<file path="config.mk">
export PLATFORM = sky130hd
export DESIGN_NAME = spg_gpio
export DESIGN_NICKNAME = d
export VERILOG_FILES = /design/src/pkg/spg_pkg.sv /design/src/hdl/spg_gpio.sv
export SDC_FILE = /design/constraint.sdc
export NUM_CORES = 1
export LEC_CHECK = 0
export CAP_MARGIN = 25
export CELL_PAD_IN_SITES_DETAIL_PLACEMENT = 2
export CELL_PAD_IN_SITES_GLOBAL_PLACEMENT = 2
export CORE_UTILIZATION = 45
export CTS_BUF_LIST = sky130_fd_sc_hd__clkbuf_8
export DETAILED_ROUTE_END_ITERATION = 8
export DONT_BUFFER_PORTS = 1
export PLACE_DENSITY = 0.8
export SYNTH_ARGS = -nofsm -noshare
export SYNTH_HDL_FRONTEND = slang
export SYNTH_SLANG_ARGS = --single-unit
</file>
<file path="constraint.sdc">
create_clock -name clk_sys_i -period 1.3 [get_ports clk_sys_i]
set_input_delay 0.13 -clock clk_sys_i [delete_from_list [all_inputs] [get_ports clk_sys_i]]
set_output_delay 0.13 -clock clk_sys_i [all_outputs]
set_load 0.02 [all_outputs]
</file>
<file path="src/pkg/spg_pkg.sv">
// constants for the shared pin gpio ports block
package spg_pkg;
	// register word addresses in data space
	localparam logic [15:0] ADDR_SEL_A = 16'h7090;
	localparam logic [15:0] ADDR_SEL_B = 16'h7092;
	localparam logic [15:0] ADDR_PORT_A = 16'h7098;
	localparam logic [15:0] ADDR_PORT_B = 16'h709A;
	localparam logic [15:0] ADDR_PORT_C = 16'h709C;
	// implemented bit masks
	localparam logic [15:0] MASK_SEL_A = 16'hFF0F;
	localparam logic [15:0] MASK_SEL_B = 16'h00FD;
	localparam logic [15:0] MASK_PORT_A = 16'h0F0F;
	localparam logic [15:0] MASK_PORT_BC = 16'hFFFF;
	// reset value of every register
	localparam logic [15:0] RST_VAL = 16'h0000;
	// field positions
	localparam int DIR_LSB = 8;
	localparam int SEL_B_PORT_LSB = 8;
	// inverted select bits in second select register
	localparam logic [7:0] SEL_B_INV = 8'h0C;
	// clock output select pattern that keeps port c bit 1 as i/o
	localparam logic [1:0] CLKSEL_IO = 2'h0;
endpackage

</file>
<file path="src/hdl/spg_gpio.sv">
// shared pin gpio ports: select, direction and data registers
// Operation
// - the five registers decode as 16-bit words at 7090h, 7092h, 7098h, 709Ah and 709Ch.
// - the first select register holds bits 15..8 and 3..0, bits 7..4 read zero.
// - a one in the first select register gives the pin to its peripheral, zero makes it port a or b i/o.
// - the second select register holds bits 0 and 7..2, the rest read zero.
// - second select bits 0 and 7..4 give the peripheral on one, bits 2 and 3 give port c i/o on one.
// - all implemented bits clear to zero at reset.
// - port a has direction bits 11..8 and data bits 3..0 only.
// - port b has direction bits 15..8 governing data bits 7..0.
// - port c has the same layout as port b.
// - direction zero leaves the pin undriven, direction one enables the driver.
// - with direction zero a data read returns the pin level.
// - with direction one the written data bit is driven on the pin.
// - data and direction act only while the pin is in i/o function, else the peripheral owns it.
// - port c bit 1 is i/o only when the clock output select bits are 00.
`timescale 1ns/100ps
`default_nettype none
module spg_gpio (
	// clock and reset
	input wire logic clk_sys_i,
	input wire logic rst_n_i,
	// processor data space access
	input wire logic [15:0] bus_addr_i,
	input wire logic bus_wr_i,
	input wire logic bus_rd_i,
	input wire logic [15:0] bus_wdata_i,
	output logic [15:0] bus_rdata_o,
	// clock output select bits from system control
	input wire logic [1:0] clock_output_select_bits_i,
	// pin levels from the pads
	input wire logic [3:0] port_a_pin_level_i,
	input wire logic [7:0] port_b_pin_level_i,
	input wire logic [7:0] port_c_pin_level_i,
	// pad drive for i/o function
	output logic [3:0] port_a_out_o,
	output logic [3:0] port_a_oe_o,
	output logic [7:0] port_b_out_o,
	output logic [7:0] port_b_oe_o,
	output logic [7:0] port_c_out_o,
	output logic [7:0] port_c_oe_o,
	// pin ownership: one where the peripheral owns the pin
	output logic [3:0] port_a_periph_o,
	output logic [7:0] port_b_periph_o,
	output logic [7:0] port_c_periph_o
);

	// ==========================================
	// register state
	logic [15:0] sel_a_q, sel_a_d;
	logic [15:0] sel_b_q, sel_b_d;
	logic [15:0] port_a_q, port_a_d;
	logic [15:0] port_b_q, port_b_d;
	logic [15:0] port_c_q, port_c_d;
	logic [15:0] rdata_q, rdata_d;
	logic [19:0] sync1_q, sync2_q;
	logic [1:0] clk_s1_q, clk_s2_q;
	logic [3:0] a_out_q, a_oe_q, a_per_q;
	logic [7:0] b_out_q, b_oe_q, b_per_q;
	logic [7:0] c_out_q, c_oe_q, c_per_q;
	logic [3:0] a_out_d, a_oe_d, a_per_d;
	logic [7:0] b_out_d, b_oe_d, b_per_d;
	logic [7:0] c_out_d, c_oe_d, c_per_d;
	logic [7:0] c_io;
	logic [3:0] a_lvl;
	logic [7:0] b_lvl, c_lvl;
	// merged port a byte, only the low nibble is implemented
	logic [7:0] a_rd;

	// merged data byte: pin level for inputs, latched value for outputs
	function automatic logic [7:0] spg_read_byte(input logic [7:0] dir, input logic [7:0] dat,
		input logic [7:0] lvl);
		spg_read_byte = (dir & dat) | (~dir & lvl);
	endfunction

	// ==========================================
	// input synchronisers
	always_ff @(posedge clk_sys_i or negedge rst_n_i) begin
		if (!rst_n_i) begin
			sync1_q <= 20'h00000;
			sync2_q <= 20'h00000;
			clk_s1_q <= 2'h0;
			clk_s2_q <= 2'h0;
		end else begin
			sync1_q <= {port_c_pin_level_i, port_b_pin_level_i, port_a_pin_level_i};
			sync2_q <= sync1_q;
			clk_s1_q <= clock_output_select_bits_i;
			clk_s2_q <= clk_s1_q;
		end
	end

	assign a_lvl = sync2_q[3:0];
	assign b_lvl = sync2_q[11:4];
	assign c_lvl = sync2_q[19:12];

	// ==========================================
	// register writes and reads
	always_comb begin
		sel_a_d = sel_a_q;
		sel_b_d = sel_b_q;
		port_a_d = port_a_q;
		port_b_d = port_b_q;
		port_c_d = port_c_q;
		rdata_d = 16'h0000;
		a_rd = spg_read_byte({4'h0, port_a_q[11:8]}, {4'h0, port_a_q[3:0]}, {4'h0, a_lvl});
		if (bus_wr_i) begin
			unique case (bus_addr_i)
				spg_pkg::ADDR_SEL_A: sel_a_d = bus_wdata_i & spg_pkg::MASK_SEL_A;
				spg_pkg::ADDR_SEL_B: sel_b_d = bus_wdata_i & spg_pkg::MASK_SEL_B;
				spg_pkg::ADDR_PORT_A: port_a_d = bus_wdata_i & spg_pkg::MASK_PORT_A;
				spg_pkg::ADDR_PORT_B: port_b_d = bus_wdata_i & spg_pkg::MASK_PORT_BC;
				spg_pkg::ADDR_PORT_C: port_c_d = bus_wdata_i & spg_pkg::MASK_PORT_BC;
				default: begin
				end
			endcase
		end
		if (bus_rd_i) begin
			unique case (bus_addr_i)
				spg_pkg::ADDR_SEL_A: rdata_d = sel_a_q;
				spg_pkg::ADDR_SEL_B: rdata_d = sel_b_q;
				spg_pkg::ADDR_PORT_A: rdata_d = {port_a_q[15:8], 4'h0, a_rd[3:0]};
				spg_pkg::ADDR_PORT_B: rdata_d = {port_b_q[15:8],
					spg_read_byte(port_b_q[15:8], port_b_q[7:0], b_lvl)};
				spg_pkg::ADDR_PORT_C: rdata_d = {port_c_q[15:8],
					spg_read_byte(port_c_q[15:8], port_c_q[7:0], c_lvl)};
				default: rdata_d = 16'h0000;
			endcase
		end
	end

	always_ff @(posedge clk_sys_i or negedge rst_n_i) begin
		if (!rst_n_i) begin
			sel_a_q <= spg_pkg::RST_VAL;
			sel_b_q <= spg_pkg::RST_VAL;
			port_a_q <= spg_pkg::RST_VAL;
			port_b_q <= spg_pkg::RST_VAL;
			port_c_q <= spg_pkg::RST_VAL;
			rdata_q <= 16'h0000;
		end else begin
			sel_a_q <= sel_a_d;
			sel_b_q <= sel_b_d;
			port_a_q <= port_a_d;
			port_b_q <= port_b_d;
			port_c_q <= port_c_d;
			rdata_q <= rdata_d;
		end
	end

	// ==========================================
	// pin function selection and drive
	always_comb begin
		// port c i/o: inverted pair 2,3; bit 1 from clock select
		c_io = ~(sel_b_q[7:0] ^ spg_pkg::SEL_B_INV);
		c_io[1] = (clk_s2_q == spg_pkg::CLKSEL_IO);
		a_per_d = sel_a_q[3:0];
		b_per_d = sel_a_q[15:8];
		c_per_d = ~c_io;
		a_oe_d = port_a_q[11:8] & ~a_per_d;
		b_oe_d = port_b_q[15:8] & ~b_per_d;
		c_oe_d = port_c_q[15:8] & c_io;
		a_out_d = port_a_q[3:0] & a_oe_d;
		b_out_d = port_b_q[7:0] & b_oe_d;
		c_out_d = port_c_q[7:0] & c_oe_d;
	end

	always_ff @(posedge clk_sys_i or negedge rst_n_i) begin
		if (!rst_n_i) begin
			a_out_q <= 4'h0;
			a_oe_q <= 4'h0;
			a_per_q <= 4'h0;
			b_out_q <= 8'h00;
			b_oe_q <= 8'h00;
			b_per_q <= 8'h00;
			c_out_q <= 8'h00;
			c_oe_q <= 8'h00;
			c_per_q <= 8'h00;
		end else begin
			a_out_q <= a_out_d;
			a_oe_q <= a_oe_d;
			a_per_q <= a_per_d;
			b_out_q <= b_out_d;
			b_oe_q <= b_oe_d;
			b_per_q <= b_per_d;
			c_out_q <= c_out_d;
			c_oe_q <= c_oe_d;
			c_per_q <= c_per_d;
		end
	end

	// outputs straight from flops
	assign bus_rdata_o = rdata_q;
	assign port_a_out_o = a_out_q;
	assign port_a_oe_o = a_oe_q;
	assign port_a_periph_o = a_per_q;
	assign port_b_out_o = b_out_q;
	assign port_b_oe_o = b_oe_q;
	assign port_b_periph_o = b_per_q;
	assign port_c_out_o = c_out_q;
	assign port_c_oe_o = c_oe_q;
	assign port_c_periph_o = c_per_q;

	// ==========================================
	// checks
	chk_sel_a_mask: assert property (@(posedge clk_sys_i) disable iff (!rst_n_i)
		(sel_a_q[7:4] == 4'h0)) else $error("select a reserved bits set");
	chk_sel_b_mask: assert property (@(posedge clk_sys_i) disable iff (!rst_n_i)
		(sel_b_q[15:8] == 8'h00 && sel_b_q[1] == 1'b0)) else $error("select b reserved bits set");
	chk_port_a_mask: assert property (@(posedge clk_sys_i) disable iff (!rst_n_i)
		((port_a_q & 16'hF0F0) == 16'h0000)) else $error("port a reserved bits set");
	chk_write_read_sel: assert property (@(posedge clk_sys_i) disable iff (!rst_n_i)
		(bus_wr_i && bus_addr_i == spg_pkg::ADDR_SEL_A) ##1 (bus_rd_i && bus_addr_i == spg_pkg::ADDR_SEL_A)
		|=> (bus_rdata_o == ($past(bus_wdata_i, 2) & 16'hFF0F))) else $error("select a readback wrong");
	chk_periph_no_oe: assert property (@(posedge clk_sys_i) disable iff (!rst_n_i)
		((port_b_periph_o & port_b_oe_o) == 8'h00 && (port_c_periph_o & port_c_oe_o) == 8'h00))
		else $error("driver on while peripheral owns pin");
	chk_b_drive: assert property (@(posedge clk_sys_i) disable iff (!rst_n_i)
		(port_b_q[8] && !sel_a_q[8]) |=> (port_b_oe_o[0] && port_b_out_o[0] == $past(port_b_q[0])))
		else $error("port b pin 0 not driven");
	chk_c_inverted: assert property (@(posedge clk_sys_i) disable iff (!rst_n_i)
		(!sel_b_q[2]) |=> port_c_periph_o[2]) else $error("port c pin 2 not flag output");
	chk_c1_clock: assert property (@(posedge clk_sys_i) disable iff (!rst_n_i)
		(clk_s2_q != 2'h0) |=> (port_c_periph_o[1] && !port_c_oe_o[1])) else $error("port c pin 1 not clock");
	chk_in_read: assert property (@(posedge clk_sys_i) disable iff (!rst_n_i)
		(bus_rd_i && bus_addr_i == spg_pkg::ADDR_PORT_C && !port_c_q[12])
		|=> (bus_rdata_o[4] == $past(sync2_q[16]))) else $error("port c input read wrong");

	// ==========================================
	// further checks on ownership, drive and readback

	// port a driver never on while the converter owns the pin
	chk_a_periph_oe: assert property (@(posedge clk_sys_i) disable iff (!rst_n_i)
		((port_a_periph_o & port_a_oe_o) == 4'h0)) else $error("port a driver on while peripheral owns pin");

	// port a pin 0 driven with its latch when output and i/o
	chk_a_drive: assert property (@(posedge clk_sys_i) disable iff (!rst_n_i)
		(port_a_q[8] && !sel_a_q[0]) |=> (port_a_oe_o[0] && port_a_out_o[0] == $past(port_a_q[0])))
		else $error("port a pin 0 not driven");

	// port c pin 0 driven with its latch when output and i/o
	chk_c_drive: assert property (@(posedge clk_sys_i) disable iff (!rst_n_i)
		(port_c_q[8] && !sel_b_q[0]) |=> (port_c_oe_o[0] && port_c_out_o[0] == $past(port_c_q[0])))
		else $error("port c pin 0 not driven");

	// port a pin 0 stays released while it is an input
	chk_a_in_undriven: assert property (@(posedge clk_sys_i) disable iff (!rst_n_i)
		(!port_a_q[8]) |=> (!port_a_oe_o[0])) else $error("port a input pin driven");

	// all port b inputs stay released
	chk_b_in_undriven: assert property (@(posedge clk_sys_i) disable iff (!rst_n_i)
		(port_b_q[15:8] == 8'h00) |=> (port_b_oe_o == 8'h00)) else $error("port b input pin driven");

	// port b drive value is low wherever the driver is off
	chk_out_gated: assert property (@(posedge clk_sys_i) disable iff (!rst_n_i)
		((port_b_out_o & ~port_b_oe_o) == 8'h00)) else $error("port b drive value without enable");

	// port b ownership follows the first select register high byte
	chk_b_periph_map: assert property (@(posedge clk_sys_i) disable iff (!rst_n_i)
		1'b1 |=> (port_b_periph_o == $past(sel_a_q[15:8]))) else $error("port b ownership wrong");

	// port a ownership follows the first select register low nibble
	chk_a_periph_map: assert property (@(posedge clk_sys_i) disable iff (!rst_n_i)
		1'b1 |=> (port_a_periph_o == $past(sel_a_q[3:0]))) else $error("port a ownership wrong");

	// second select bit 0 set hands port c pin 0 to the peripheral
	chk_c0_periph: assert property (@(posedge clk_sys_i) disable iff (!rst_n_i)
		(sel_b_q[0]) |=> port_c_periph_o[0]) else $error("port c pin 0 not peripheral");

	// inverted bit 3 set keeps port c pin 3 as i/o
	chk_c3_io: assert property (@(posedge clk_sys_i) disable iff (!rst_n_i)
		(sel_b_q[3]) |=> !port_c_periph_o[3]) else $error("port c pin 3 not i/o");

	// port c pin 1 is i/o while the clock select pattern is 00
	chk_c1_io: assert property (@(posedge clk_sys_i) disable iff (!rst_n_i)
		(clk_s2_q == 2'h0) |=> !port_c_periph_o[1]) else $error("port c pin 1 not i/o");

	// a read of an unmapped word returns zero
	chk_unmapped_read: assert property (@(posedge clk_sys_i) disable iff (!rst_n_i)
		(bus_rd_i && bus_addr_i == 16'h7094) |=> (bus_rdata_o == 16'h0000)) else $error("unmapped read not zero");

	// read data stands one cycle and falls back to zero
	chk_rdata_idle: assert property (@(posedge clk_sys_i) disable iff (!rst_n_i)
		(!bus_rd_i) |=> (bus_rdata_o == 16'h0000)) else $error("read data without read");

	// second select register reads back its stored value
	chk_sel_b_read: assert property (@(posedge clk_sys_i) disable iff (!rst_n_i)
		(bus_rd_i && bus_addr_i == spg_pkg::ADDR_SEL_B) |=> (bus_rdata_o == $past(sel_b_q)))
		else $error("select b readback wrong");

	// port b input bit reads the synchronised pin level
	chk_b_in_read: assert property (@(posedge clk_sys_i) disable iff (!rst_n_i)
		(bus_rd_i && bus_addr_i == spg_pkg::ADDR_PORT_B && !port_b_q[8])
		|=> (bus_rdata_o[0] == $past(sync2_q[4]))) else $error("port b input read wrong");

	// port a direction byte reads back as stored
	chk_a_dir_read: assert property (@(posedge clk_sys_i) disable iff (!rst_n_i)
		(bus_rd_i && bus_addr_i == spg_pkg::ADDR_PORT_A)
		|=> (bus_rdata_o[15:8] == $past(port_a_q[15:8]))) else $error("port a direction readback wrong");
endmodule
`default_nettype wire

</file>
### Word level (Yosys, flattened, before mapping)

Index checks and enable logic that the tools add are counted.

| storage, ports and cells | value |
|---|---|
| bits in registers | 179 |
| output and inout bits | 76 |
| input bits | 58 |
| logic and storage cells | 55 |

| operators by class | value |
|---|---|
| bitwise gates (word level) | 23 |
| reduce and logical (&&, ||, !) cells | 6 |
| equality and inequality tests | 5 |
| multiplexer cells | 2 |

Operators by type and width:

| operator | count |
|---|---|
| $eq A16 B15 Y1 const B | 5 |
| $pmux W16 S5 | 1 |
| $and A8 B8 Y8 | 8 |
| $not A8 Y8 | 5 |
| $and A4 B4 Y4 | 4 |
| $mux W16 | 1 |
| $or A8 B8 Y8 | 2 |
| $reduce_and A2 Y1 | 5 |
| $not A4 Y4 | 2 |
| $or A4 B4 Y4 | 1 |
| $logic_not A2 Y1 | 1 |
| $not A2 Y2 | 1 |

### Depth between registers and ports, before layout

| logic depth | value |
|---|---|
| depth in word-level cells | 5 |
| gate-level depth with buffers | 7 |
| depth with buffers taken out | 4 |

### Worst setup path after synthesis

No wires, ideal clock.

| timing | value |
|---|---|
| path type | input port to flip-flop |
| start point | input bus_addr_i[9] |
| end point | register port_c_q[10] |
| setup time | 125 ps |
| path slack | -1008 ps |
| path buffers | 2 |
| stages | 6 |
| arrival | 2184 ps |
| data required time | 1175 ps |
| cells stage by stage | or4_1 > or4_1 > buf_2 > nor3_2 > buf_4 > mux2_2 |

| on the way | value |
|---|---|
| cells in the longest elaborated chain, start to end | 2 |

RTL lines:

| element | RTL line | source |
|---|---|---|
| start: declaration | spg_gpio.sv:24 | `input wire logic [15:0] bus_addr_i,` |
| $eq A16 B15 Y1 | spg_gpio.sv:107 | `unique case (bus_addr_i)` |
| $reduce_and A2 Y1 (no line) | -- |  |
| end signal: assignment | spg_gpio.sv:137 | `port_c_q <= spg_pkg::RST_VAL;` |
| end signal: assignment | spg_gpio.sv:144 | `port_c_q <= port_c_d;` |
| end: declaration | spg_gpio.sv:54 | `logic [15:0] port_c_q, port_c_d;` |

Every way passes these cells.
A chain may end at the register's enable or synchronous reset.

### Worst setup path in the final report

| timing | value |
|---|---|
| start point | input bus_addr_i[9] |
| end point | register sel_b_q[4] |

| on the way | value |
|---|---|
| cells in the longest elaborated chain, start to end | 2 |

RTL lines:

| element | RTL line | source |
|---|---|---|
| $eq A16 B15 Y1 | spg_gpio.sv:107 |  |
| $reduce_and A2 Y1 (no line) | -- |  |
| end signal: assignment | spg_gpio.sv:134 | `sel_b_q <= spg_pkg::RST_VAL;` |
| end signal: assignment | spg_gpio.sv:141 | `sel_b_q <= sel_b_d;` |
| end: declaration | spg_gpio.sv:51 | `logic [15:0] sel_b_q, sel_b_d;` |

Every way passes these cells.

==> run summary <==
Status - complete, but fails checks
Failing checks - hold timing, setup timing
Most used cell, CP - or4_4
Mean post-synth cell area - 15.43 sq um
Number of I/O pins - 134
Final setup fails - 59
Fin nets - 534
Gpl congestion - 0.7501
Post-detail-place hpwl - 10490 um
CP max stage delay - 0.52 ns
Synth Instances - 408
Final hold vios - 188
Setup crit end kind - flip-flop
Antenna diode count - 0
Largest net degree at the start of global routing - 180
Rows - 42
Top cell type's share of synthesized area - 71.17%
Vias in the first global route - 4396
Max stage delay cell, worst path - or4_4
Clk_lat worst skew - 0.47 ns
Initial core utilization - 46.78%
Placed instance area - 6681 sq um
DR vias - 3681
Peak Freq - 585.4 MHz
Critical path cell sequence - or4_4, or4_4, buf_4, or3_4, buf_6, mux2_2
Max cap viols - 0
Worst min path class - in -> async
Syn nets - 466
Worst endpoint required time - 1.65 ns
H-tree lvl count - 4
Final worst slack - -0.4083 ns
First-pass GRT wire length - 27150 um
Worst-path clk slew - 0.09 ns
Slew @ Worst Pin - 1.013 ns
Post-synthesis sequential area ratio - 71.17%
Fraction of layout cells with a size suffix above 1 - 27.20%
Final min period - 1.708 ns
Synth area leaders - dfrtp_1 71%, mux2_2 10%, mux2_4 2.4%
Pwr Total - 0.01041 W
Leakage power - 3.678 nW
Final Slew Violations - 0
CTS tree - built
CP Class - in -> reg
Port Buf Inserts - 0
Setup tns final - -21.42 ns
Die area - 14460 sq um
TritonRoute pass-1 iters - 4
Number of antenna violations at the first check in global routing - 0
Final instance area - 7715 sq um
Post-Syn Area - 6294 sq um
Global route overflow - 0
Clk root buf - clkbuf_8
Unique masters post-synth - 35
CP Launch Type - primary input
Drt total wl - 18190 um
Chip width - 120.3 um
Slew headroom - 32.33%
Die H - 120.3 um
Initial drt markers - 226
Area Overhead vs Synth - 22.58%
Synth area leader - dfrtp_1
Buf+Inv Stages, Crit Path - 2
Crit path max fanout - 4
Fin Clk Skew - 0.01644 ns
Drt via density - 5.535
Yosys warns - 0
Hold buffers post-CTS - 42
Core area - 13450 sq um
RSZ-0062 raised after global routing - yes
CTS Buf Count - 17
Hold WS - -0.6436 ns
WL/cell - 27.36 um
Yosys reg bits - 179
GRT Total Usage - 26.78%
CTS max path bufs - 2
Post-route ant nets - 0
CP delay by family, top - simple AND/OR/NAND/NOR gates
Final worst path period share - 131.4%
Power per cell area - 1349 nW/um^2
DRC - 0
Clock sinks - 179
VDD IR-drop max - 0.001142 V
Arrival @ worst endpoint - 2.06 ns
## worst reg2reg max path, delay by kind of cell, from the launching register on
family / cells / cell delay, ns
simple gates: 1 / 0.08
mux: 1 / 0.22
compound gates: 2 / 0.37
flops: 1 / 0.47
## kinds of logic after synthesis
group	share of synthesized area (%)
buffers and inverters	1.352
multiplexers	15.15
AND/OR/NAND/NOR	8.112
flip-flops	71.17
AO/OA/AOI/OAI	4.215
## cell usage in the layout, fill, tap and decap left out, types with 3 or more instances in the layout
master	Yosys	routed
clkbuf_8	0	19
dfrtp_1	179	179
mux2_2	58	26
a21oi_1	6	5
inv_1	3	3
bufinv_16	0	5
nor2b_1	18	18
nor2_1	20	20
a2bb2oi_1	10	10
or4_4	1	4
clkinv_2	0	4
a211oi_1	4	4
nand2b_1	3	3
and2_1	21	21
buf_4	1	12
mux2_4	10	42
a22oi_1	4	4
mux2i_1	15	15
a31oi_1	3	3
dlygate4sd3_1	0	41
nand2_1	13	13
buf_6	1	7
o211ai_1	6	6
## synthesized netlist by cell type
master	count
dfrtp_1	179
mux2_2	58
and2_1	21
nor2_1	20
nor2b_1	18
mux2i_1	15
nand2_1	13
clkbuf_1	11
a2bb2oi_1	10
mux2_4	10
a21oi_1	6
o211ai_1	6
a211oi_1	4
a22oi_1	4
a31oi_1	3
inv_1	3
nand2b_1	3
or4_1	3
and3_1	2
buf_2	2
nand4b_1	2
or2_2	2
a211o_1	1
a221oi_1	1
and2_0	1
buf_1	1
buf_4	1
buf_6	1
nand3b_1	1
nand4bb_1	1
nor2_2	1
nor3_2	1
o22ai_1	1
or3_1	1
or4_4	1
## power by group
part / internal, W / switching (W)
clock: 0.00239 / 0.00206
sequential: 0.00563 / 0.0000281
combinational: 0.000157 / 0.000137
## per-stage QoR
step / hold WS, ns / util, % / worst slack [ns] / cells
floorplan: -0.1656 / - / -0.9176 / 408
global placement: -0.1602 / 49.67 / -0.8665 / 586
detailed placement: -0.1620 / 49.67 / -0.9405 / 586
CTS: -0.6863 / 56.98 / -0.3852 / 666
global route: -0.6903 / 57.35 / -0.3926 / 665
finish: -0.6436 / 57.35 / -0.4083 / 665
## metal layers
layer | track usage, % | routed length (um) | up-vias | share of wire (%)
met3 | 7.453 | 975 | 24 | 5.4
li1 | - | - | 1538 | -
met5 | 0 | 0 | - | 0
met1 | 32.06 | 7339 | 1983 | 40
met2 | 45.87 | 9523 | 136 | 52
met4 | 10.26 | 354 | 0 | 1.9
## sequential cells by signal, indices dropped and copies added (netlist names), 7 cells and up
register	flops
port_b_q	16
sel_a_q	12
port_c_q	16
port_b_oe_o	8
port_c_oe_o	8
port_b_out_o	8
port_c_out_o	8
sync1_q	20
port_a_q	8
port_b_periph_o	8
port_c_periph_o	8
bus_rdata_o	16
sync2_q	20
sel_b_q	7
## final timing paths
check	startpoint	cells after the start	end	slack, ns
max	bus_addr_i[9]	6	sel_b_q[4]$_DFFE_PN0P_	-0.41
min in group clk_sys_i	bus_addr_i[1]	1	bus_rdata_o[1]$_DFF_PN0_	-0.24
max in group asynchronous	rst_n_i	0	port_c_q[14]$_DFFE_PN0P_	1.55
max reg2reg	sel_a_q[8]$_DFFE_PN0P_	4	bus_rdata_o[8]$_DFF_PN0_	0.05
min reg2reg	sync1_q[4]$_DFF_PN0_	0	sync2_q[4]$_DFF_PN0_	0.36
min	rst_n_i	0	port_c_out_o[2]$_DFF_PN0_	-0.64
## cell type report
cell class / instances / area (sq um)
timing repair buffer: 64 / 641.9
sequential: 179 / 4479
clock buffer: 19 / 261.5
multi-input combinational: 211 / 1897
clock inverter: 13 / 203.9
tap: 176 / 220.2
inverter: 3 / 11.26
fill: 1187 / 5738
## repair_timing
action | CTS | global route
pin swaps | 2 | 2
endpoints found under the setup margin | 59 | 67
gates cloned | 3 | 0
setup buffers | 3 | 2
hold endpoints to repair | 276 | 188
resized for setup | 11 | 28
Power figures use the tool's default switching activity.
